## src/include/acsp_pkg.sv

```systemverilog
// Constants, state codes and field positions of the serial configuration port.
// Assumes nothing beyond a SystemVerilog compiler; shared by the port, the synchroniser and the bench.
`default_nettype none

package acsp_pkg;

	// Register addresses
	localparam logic [12:0] ACSP_CFG_ADDR = 13'h0000;
	localparam logic [12:0] ACSP_ID_ADDR = 13'h0001;
	localparam logic [12:0] ACSP_XFER_ADDR = 13'h00ff;
	localparam logic [12:0] ACSP_FUNC_LO = 13'h0008;
	localparam logic [12:0] ACSP_FUNC_HI = 13'h003a;
	localparam int ACSP_FUNC_N = 51;

	// Values after reset, and the transfer command
	localparam logic [7:0] ACSP_CFG_RST = 8'h18;
	localparam logic [7:0] ACSP_FUNC_RST = 8'h00;
	localparam logic [7:0] ACSP_XFER_CMD = 8'h01;

	// Port configuration fields, mirrored across the nibbles
	localparam int ACSP_CFG_LSB_HI = 6;
	localparam int ACSP_CFG_LSB_LO = 1;
	localparam int ACSP_CFG_SRST_HI = 5;
	localparam int ACSP_CFG_SRST_LO = 2;

	// Instruction fields
	localparam logic [3:0] ACSP_INS_LAST = 4'hf;
	localparam int ACSP_INS_RW = 15;
	localparam int ACSP_INS_WCH = 14;
	localparam int ACSP_INS_WCL = 13;
	localparam logic [1:0] ACSP_WC_STREAM = 2'h3;
	localparam logic [2:0] ACSP_BYTE_LAST = 3'h7;

	// Frame states
	typedef enum logic [3:0] {
		ACSP_ST_IDLE = 4'b0001,
		ACSP_ST_INSTR = 4'b0010,
		ACSP_ST_DATA = 4'b0100,
		ACSP_ST_DONE = 4'b1000
	} acsp_state_e;

endpackage

`default_nettype wire

```

## src/include/acsp_pin_if.sv

```systemverilog
// Synchronised pin levels passed from the input synchroniser to the port core.
// Assumes both ends run on the same reference clock.
`timescale 1ns/1ps
`default_nettype none

interface acsp_pin_if;
	logic sclk_s;
	logic csn_s;
	logic sdi_s;

	modport sync_mp (output sclk_s, output csn_s, output sdi_s);
	modport core_mp (input sclk_s, input csn_s, input sdi_s);
endinterface

`default_nettype wire

```

## src/rtl/acsp_port.sv

```systemverilog
// Three-wire serial configuration port: frame engine and register store.
// Assumes the host's shift clock is far slower than ref_clk_i (4+ cycles per phase).
// How it works
// - Select low enables transfers; high pauses them
// - Sample on shift-clock rise, launch on fall
// - Frame starts after select falls, first rise
// - Select held low keeps the port streaming
// - Select high between counted bytes stalls, state kept; it ends a streaming frame
// - Select high idle: pin released, alternates enabled
// - Each frame opens with 16 instruction bits
// - Two count bits set bytes that follow
// - Data moves in whole eight-bit bytes
// - First instruction bit chooses read or write
// - Reads turn the data pin around after instruction
// - Data most significant first after reset, configurable; instruction always MSB first
// - Config holds mirrored order/reset bits, default 0x18
// - Function writes shadowed; transfer command applies them
`timescale 1ns/1ps
`default_nettype none

module acsp_port
	import acsp_pkg::*;
#(
	parameter logic [7:0] CHIP_ID = 8'h5a // Arbitrary identity value
)
(
	input wire logic ref_clk_i,
	input wire logic rstn_i,
	input wire logic clk_en_i,
	input wire logic sclk_i,
	input wire logic port_select_n_i,
	input wire logic sdio_i,
	output logic sdio_o,
	output logic sdio_oe_o,
	output logic lsb_first_o,
	output logic secondary_en_o,
	output logic transfer_o,
	output logic soft_reset_o,
	output logic [ACSP_FUNC_N*8-1:0] func_regs_o
);

	typedef struct packed {
		acsp_state_e st;
		logic sclk_prev;
		logic [3:0] icnt;
		logic [15:0] ins;
		logic [2:0] bcnt;
		logic [1:0] left;
		logic stream;
		logic rd;
		logic [12:0] addr;
		logic [7:0] sr;
		logic sdo;
		logic oe;
		logic sec;
		logic xfer;
		logic srst;
		logic [7:0] cfg;
		logic [ACSP_FUNC_N-1:0][7:0] shadow;
		logic [ACSP_FUNC_N-1:0][7:0] active;
	} acsp_core_s;

	localparam acsp_core_s CORE_RST = '{
		st: ACSP_ST_IDLE,
		cfg: ACSP_CFG_RST,
		shadow: {ACSP_FUNC_N{ACSP_FUNC_RST}},
		active: {ACSP_FUNC_N{ACSP_FUNC_RST}},
		sec: 1'b1,
		default: '0
	};

	acsp_pin_if pin ();

	acsp_sync u_sync (
		.ref_clk_i(ref_clk_i),
		.rstn_i(rstn_i),
		.clk_en_i(clk_en_i),
		.sclk_i(sclk_i),
		.port_select_n_i(port_select_n_i),
		.sdio_i(sdio_i),
		.pin(pin)
	);

	acsp_core_s q;
	acsp_core_s d;
	logic sel;
	logic rise;
	logic fall;
	logic lsb;
	logic [7:0] rdata;
	logic [7:0] wbyte;
	logic in_func;
	logic [5:0] fidx;

	// Shift-clock edges count only while selected
	assign sel = ~pin.csn_s;
	assign rise = sel & pin.sclk_s & ~q.sclk_prev;
	assign fall = sel & ~pin.sclk_s & q.sclk_prev;
	assign lsb = q.cfg[ACSP_CFG_LSB_HI] | q.cfg[ACSP_CFG_LSB_LO];

	// Function register window decode
	assign in_func = (q.addr >= ACSP_FUNC_LO) && (q.addr <= ACSP_FUNC_HI);
	assign fidx = 6'(q.addr - ACSP_FUNC_LO);

	// Readback mux; transfer bit always reads cleared
	always_comb
	begin
		rdata = 8'h00;
		if (q.addr == ACSP_CFG_ADDR)
			rdata = q.cfg;
		else if (q.addr == ACSP_ID_ADDR)
			rdata = CHIP_ID;
		else if (in_func)
			rdata = q.shadow[fidx];
	end

	// Byte being assembled, including the bit sampled now
	assign wbyte = lsb ? {pin.sdi_s, q.sr[7:1]} : {q.sr[6:0], pin.sdi_s};

	// Frame engine and register writes
	always_comb
	begin
		d = q;
		d.sclk_prev = pin.sclk_s;
		d.xfer = 1'b0;
		d.srst = 1'b0;
		case (q.st)
			ACSP_ST_IDLE:
			begin
				if (sel)
				begin
					d.st = ACSP_ST_INSTR;
					d.icnt = 4'h0;
					d.bcnt = 3'h0;
				end
			end
			ACSP_ST_INSTR:
			begin
				// Instruction always arrives read/write bit first
				if (rise)
				begin
					d.ins = {q.ins[14:0], pin.sdi_s};
					d.icnt = 4'(q.icnt + 4'h1);
					if (q.icnt == ACSP_INS_LAST)
					begin
						d.st = ACSP_ST_DATA;
						d.rd = d.ins[ACSP_INS_RW];
						d.left = {d.ins[ACSP_INS_WCH], d.ins[ACSP_INS_WCL]};
						d.stream = d.left == ACSP_WC_STREAM;
						d.addr = d.ins[12:0];
					end
				end
			end
			ACSP_ST_DATA:
			begin
				if (q.stream && !sel)
					d.st = ACSP_ST_IDLE;
				else if (rise)
				begin
					d.bcnt = 3'(q.bcnt + 3'h1);
					if (!q.rd)
						d.sr = wbyte;
					if (q.bcnt == ACSP_BYTE_LAST)
					begin
						// Whole byte done: store, then step address
						if (!q.rd)
						begin
							if (q.addr == ACSP_CFG_ADDR)
							begin
								if (wbyte[ACSP_CFG_SRST_HI] | wbyte[ACSP_CFG_SRST_LO])
								begin
									d.cfg = ACSP_CFG_RST;
									d.shadow = {ACSP_FUNC_N{ACSP_FUNC_RST}};
									d.active = {ACSP_FUNC_N{ACSP_FUNC_RST}};
									d.srst = 1'b1;
								end
								else
									d.cfg = wbyte;
							end
							else if (in_func)
								d.shadow[fidx] = wbyte;
							else if (q.addr == ACSP_XFER_ADDR && wbyte == ACSP_XFER_CMD)
								d.xfer = 1'b1;
						end
						d.addr = lsb ? 13'(q.addr + 13'h1) : 13'(q.addr - 13'h1);
						if (!q.stream)
						begin
							d.left = 2'(q.left - 2'h1);
							if (q.left == 2'h0)
								d.st = ACSP_ST_DONE;
						end
					end
				end
				else if (fall && q.rd)
				begin
					// Launch the next read bit; fetch at byte start
					if (q.bcnt == 3'h0)
					begin
						d.sdo = lsb ? rdata[0] : rdata[7];
						d.sr = lsb ? {1'b0, rdata[7:1]} : {rdata[6:0], 1'b0};
					end
					else
					begin
						d.sdo = lsb ? q.sr[0] : q.sr[7];
						d.sr = lsb ? {1'b0, q.sr[7:1]} : {q.sr[6:0], 1'b0};
					end
				end
			end
			ACSP_ST_DONE:
			begin
				if (!sel)
					d.st = ACSP_ST_IDLE;
			end
			default:
				d.st = ACSP_ST_IDLE;
		endcase
		// Transfer copies every shadow at once, bit clears itself
		if (d.xfer)
			d.active = d.shadow;
		d.oe = sel && d.st == ACSP_ST_DATA && d.rd;
		d.sec = !sel && (d.st == ACSP_ST_IDLE || d.st == ACSP_ST_DONE);
	end

	// State register, frozen while the clock enable is low
	always_ff @(posedge ref_clk_i or negedge rstn_i)
	begin
		if (!rstn_i)
			q <= CORE_RST;
		else if (clk_en_i)
			q <= d;
	end

	// Outputs straight from state
	assign sdio_o = q.sdo;
	assign sdio_oe_o = q.oe;
	assign lsb_first_o = lsb;
	assign secondary_en_o = q.sec;
	assign transfer_o = q.xfer;
	assign soft_reset_o = q.srst;
	assign func_regs_o = q.active;
endmodule // acsp_port

`default_nettype wire

```

## src/rtl/acsp_sync.sv

```systemverilog
// Two-stage synchroniser for the shift clock, select and data pins.
// Assumes the pins are asynchronous to ref_clk_i and slow against it.
`timescale 1ns/1ps
`default_nettype none

module acsp_sync
	import acsp_pkg::*;
(
	input wire logic ref_clk_i,
	input wire logic rstn_i,
	input wire logic clk_en_i,
	input wire logic sclk_i,
	input wire logic port_select_n_i,
	input wire logic sdio_i,
	acsp_pin_if.sync_mp pin
);

	typedef struct packed {
		logic [2:0] s1;
		logic [2:0] s2;
	} acsp_sync_s;

	// Select idles high so the port starts deselected
	localparam acsp_sync_s SYNC_RST = '{s1: 3'h2, s2: 3'h2};

	acsp_sync_s q;
	acsp_sync_s d;

	// First stage feeds only the second stage
	always_comb
	begin
		d.s1 = {sdio_i, port_select_n_i, sclk_i};
		d.s2 = q.s1;
	end

	// State register, frozen while the clock enable is low
	always_ff @(posedge ref_clk_i or negedge rstn_i)
	begin
		if (!rstn_i)
			q <= SYNC_RST;
		else if (clk_en_i)
			q <= d;
	end

	// Second stage drives the core
	assign pin.sclk_s = q.s2[0];
	assign pin.csn_s = q.s2[1];
	assign pin.sdi_s = q.s2[2];

endmodule // acsp_sync

`default_nettype wire

```

## config.mk

```make
export PLATFORM = sky130hd
export DESIGN_NAME = acsp_port
export DESIGN_NICKNAME = d
export VERILOG_FILES = /design/src/include/acsp_pkg.sv /design/src/include/acsp_pin_if.sv /design/src/rtl/acsp_port.sv /design/src/rtl/acsp_sync.sv
export SDC_FILE = /design/constraint.sdc
export NUM_CORES = 2
export LEC_CHECK = 0
export BUFFER_PORTS_ARGS = -buffer_cell sky130_fd_sc_hd__buf_4
export CAP_MARGIN = 20
export CORE_ASPECT_RATIO = 1.75
export CORE_MARGIN = 2
export CORE_UTILIZATION = 25
export CTS_CLUSTER_DIAMETER = 150
export DETAILED_ROUTE_END_ITERATION = 12
export MAX_ROUTING_LAYER = met4
export PLACE_DENSITY = 0.41
export SYNTH_ARGS = -nofsm -noshare
export SYNTH_HDL_FRONTEND = slang
export SYNTH_SLANG_ARGS = --single-unit
```

## constraint.sdc

```tcl
create_clock -name ref_clk_i -period 6.1 [get_ports ref_clk_i]
set_input_delay 0.915 -clock ref_clk_i [delete_from_list [all_inputs] [get_ports ref_clk_i]]
set_output_delay 0.915 -clock ref_clk_i [all_outputs]
set_load 0.05 [all_outputs]
```

==> flow_metrics.py <==
metrics = {
    "sta": {
        "tightest_slew_ps": 1188,
        "worst_slack_ps": 1571,
        "final-hold-violation-count": 0,
        "finClkSkew_ps": 22.53,
        "slew_headroom_pct": 20.51,
        "setup_tns_ps": 0,
        "min_period_ps": 4529,
        "grt_setup_unrepaired": "false",
        "setup-violations-final": 0,
        "final_max_slew_viol_count": 0,
        "fmax_mhz": 220.8,
        "period_share_pct": 74.25,
    },
    "place": {
        "dp_cells": 6984,
        "gp_congestion": 0.9366,
        "place.detailed.hpwl_mm": 142.5,
        "pre_cts_ws_ps": 1606,
        "port_buffers": 419,
    },
    "worst_setup_path": {
        "reg2reg_from": "q[840]$_DFFE_PN0P_",
        "path_cells": "inv_1, ha_1, xor2_1, nand3_1, a211oi_2, nand3_1, a21oi_1, o21ai_0, o21ai_0",
        "worstSetupEndpointType": "flop",
        "cp_max_fo": 16,
        "cp.arrival_ps": 5160,
        "rrSetupSlack_ps": 1570,
        "cp_num_buf_inv": 1,
        "path_class": "reg2reg",
        "cp_top_family": "compound AO/OA/AOI/OAI gates",
        "worstPathRequired_ps": 6730,
        "cpMaxStageDelayCell": "dfrtp_1",
        "r2r_cells": 9,
        "slowest_delay_ps": 710,
        "critPathLaunchType": "flop",
        "rr_endpoint": "func_regs_o[310]$_DFFE_PN0P_",
    },
    "cells_and_area": {
        "drive_gt1_share_pct": 18.25,
        "fin_util_pct": 28.43,
        "fin_cells": 7158,
        "multi_input_area_um2": 18760,
        "nets": 4684,
        "final_common_cell": "dfrtp_1",
        "area_delta_synth_final_pct": 12.99,
        "final_cell_mix": "878 x dfrtp_1, 754 x nand2_1, 522 x buf_4",
        "regArea_um2": 22220,
        "num-fill-cells": 19390,
    },
    "floorplanning": {
        "dieArea_um2": 188300,
        "io-pin-count": 420,
        "rows": 208,
        "die_width_um": 328.9,
        "core_um2": 183500,
        "start_util_pct": 25.17,
        "fp.dieH_um": 572.5,
    },
    "cts": {
        "clock-root-buffer": "clkbuf_16",
        "cts_setup_buffers": 0,
        "cts_buffers": 95,
        "cts_resized": 0,
        "insertion_delay_ps": 730,
        "path_clk_slew_ps": 60,
        "htree_levels": 3,
        "postCtsHoldBufs": 0,
        "cts_tree": "built",
        "clock-sinks": 887,
        "clockBufferDepth": 3,
    },
    "grt": {
        "overflow": 0,
        "grt_pass1_wl_mm": 292.1,
        "first_global_vias": 36590,
        "grtUsageTotal_pct": 22.12,
        "grt_max_degree": 230,
        "grt_antenna_before_repair": 4,
    },
    "synth": {
        "ys_ff_latch": 887,
        "async_flop_share_pct": 100.0,
        "syn_nets": 4851,
        "ys_seq_area_share_pct": 48.09,
        "synth_top_cell_area_share_pct": 47.75,
        "syn_inst": 4833,
        "syn_area_um2": 46170,
        "synth.distinct_cells": 82,
        "ys_warn_count": 0,
        "syn-mean-instance-area_um2": 9.553,
        "synthTopCellsByArea": "dfrtp_1 48%, mux2i_1 6.9%, buf_4 6.7%, nand2_1 6.1%, o21ai_0 4.5%",
        "synth_edf_count": 0,
        "yosysTopAreaCell": "dfrtp_1",
        "synth_top_flop_cell": "dfrtp_1",
    },
    "drt": {
        "routed_wl_mm": 205.5,
        "drt-vias-per-instance": 5.072,
        "wl_per_cell_um": 28.70,
        "dr.pass1.iters": 6,
        "ant_nets": 0,
        "drtIter0Drc": 3019,
        "drc_errors": 0,
        "vias": 36300,
    },
    "hold_path": {
        "worstHoldPathType": "in2async",
    },
    "outcome": {
        "status": "finished, final reports clean",
    },
    "power": {
        "peakVddDrop_mv": 0.1740,
        "power_density_nw_per_um2": 304.5,
        "p_leak_nw": 23.67,
    },
    "flow_run": {
        "cap_violations": 0,
    },
}
-- logic make-up (layout without fill, tap and decap cells) --
kind of cell,after synthesis,count (layout),share of synthesized area (%)
XOR/XNOR,3,3,0.05692
adder cells (fa/ha/maj),12,12,0.3252
AND/OR/NAND/NOR,1242,1242,11.56
multiplexers,419,419,10.16
AO/OA/AOI/OAI,1294,1294,18.19
flip-flops,887,887,48.09
other,0,4,0
buffers and inverters,976,882,11.62
-- Yosys cell counts (7+ instances only) --
cell type  count
mux4_2        33
nand3_2        7
o22ai_1       48
o21ai_0      412
a2bb2oi_1      7
o211ai_1     171
nor4_1        10
nor3_1       170
a21o_1       156
buf_2         71
o221ai_1      46
inv_1        169
and3_1        20
o21ai_1       37
nor2_1       149
a22oi_1       19
mux2i_1      317
or3_1          8
nand2_1      756
clkbuf_1     279
or4_1          7
mux2_2        69
o31ai_1      135
nor2b_1        9
a21oi_1      147
dfrtp_1      881
nand4_1       15
a211oi_1       9
buf_6          7
nand2b_1      10
nand3_1       49
buf_4        415
o2bb2ai_1     37
ha_1          12
buf_1         31
-- worst max path at each step --
stage | slack, ps | to | from | depth (start not counted)
after floorplan | 2680 | func_regs_o[16]$_DFFE_PN0P_ | q[838]$_DFFE_PN0P_ | 15
after global placement | 900 | q[831]$_DFFE_PN0P_ | q[838]$_DFFE_PN0P_ | 8
after detailed placement | 1610 | func_regs_o[194]$_DFFE_PN0P_ | q[817]$_DFFE_PN0P_ | 8
after CTS | 1600 | func_regs_o[194]$_DFFE_PN0P_ | q[817]$_DFFE_PN0P_ | 8
after global routing | 1300 | q[718]$_DFFE_PN0P_ | q[840]$_DFFE_PN0P_ | 9
final | 1570 | func_regs_o[310]$_DFFE_PN0P_ | q[840]$_DFFE_PN0P_ | 9
-- state kept, by name, summed over array words and instances (netlist names) --
register           count
u_sync.pin.sclk_s      1
transfer_o             1
func_regs_o          408
u_sync.pin.sdi_s       1
u_sync.pin.csn_s       1
sdio_oe_o              1
q                    468
u_sync.d               3
secondary_en_o         1
sdio_o                 1
soft_reset_o           1
-- per-layer routing --
metal	track usage, %	vias up	part of all wire (%)
li1	-	16260	-
met1	27.17	18640	42
met2	36.38	1120	49
met3	3.570	279	5.1
met4	8.321	0	3.8
met5	-	-	0
-- report_power, final --
group	switching, mW	leakage [nW]	internal (mW)
Combinational	2.15	11.6	0.825
Clock	2.66	1.61	3.58
Sequential	0.395	10.5	6.27
-- through the flow --
| step | total power [mW] | cell area (µm²) | hold WS (ps) |
|---|---|---|---|
| 2_1_floorplan | 8.483 | 46170 | 449.8 |
| 3_3_place_gp | 9.728 | 48850 | 464.3 |
| 3_5_place_dp | 9.761 | 48900 | 466.9 |
| 4_1_cts | 16.08 | 52160 | 194.9 |
| 5_1_grt | 16.49 | 52170 | 205.6 |
| 6_report | 15.88 | 52170 | 168.6 |
-- area by class of cell --
type                    count  area share [%]
diodes                      4         0.01919
clock buffers             136           5.473
clock inverters            34          0.7723
inverters                 172           1.252
multi-input cells        2970           35.96
flip-flops and latches    887           42.58
well taps                2415           5.792
repair buffers            540           8.150
Power figures use the tool's default switching activity.
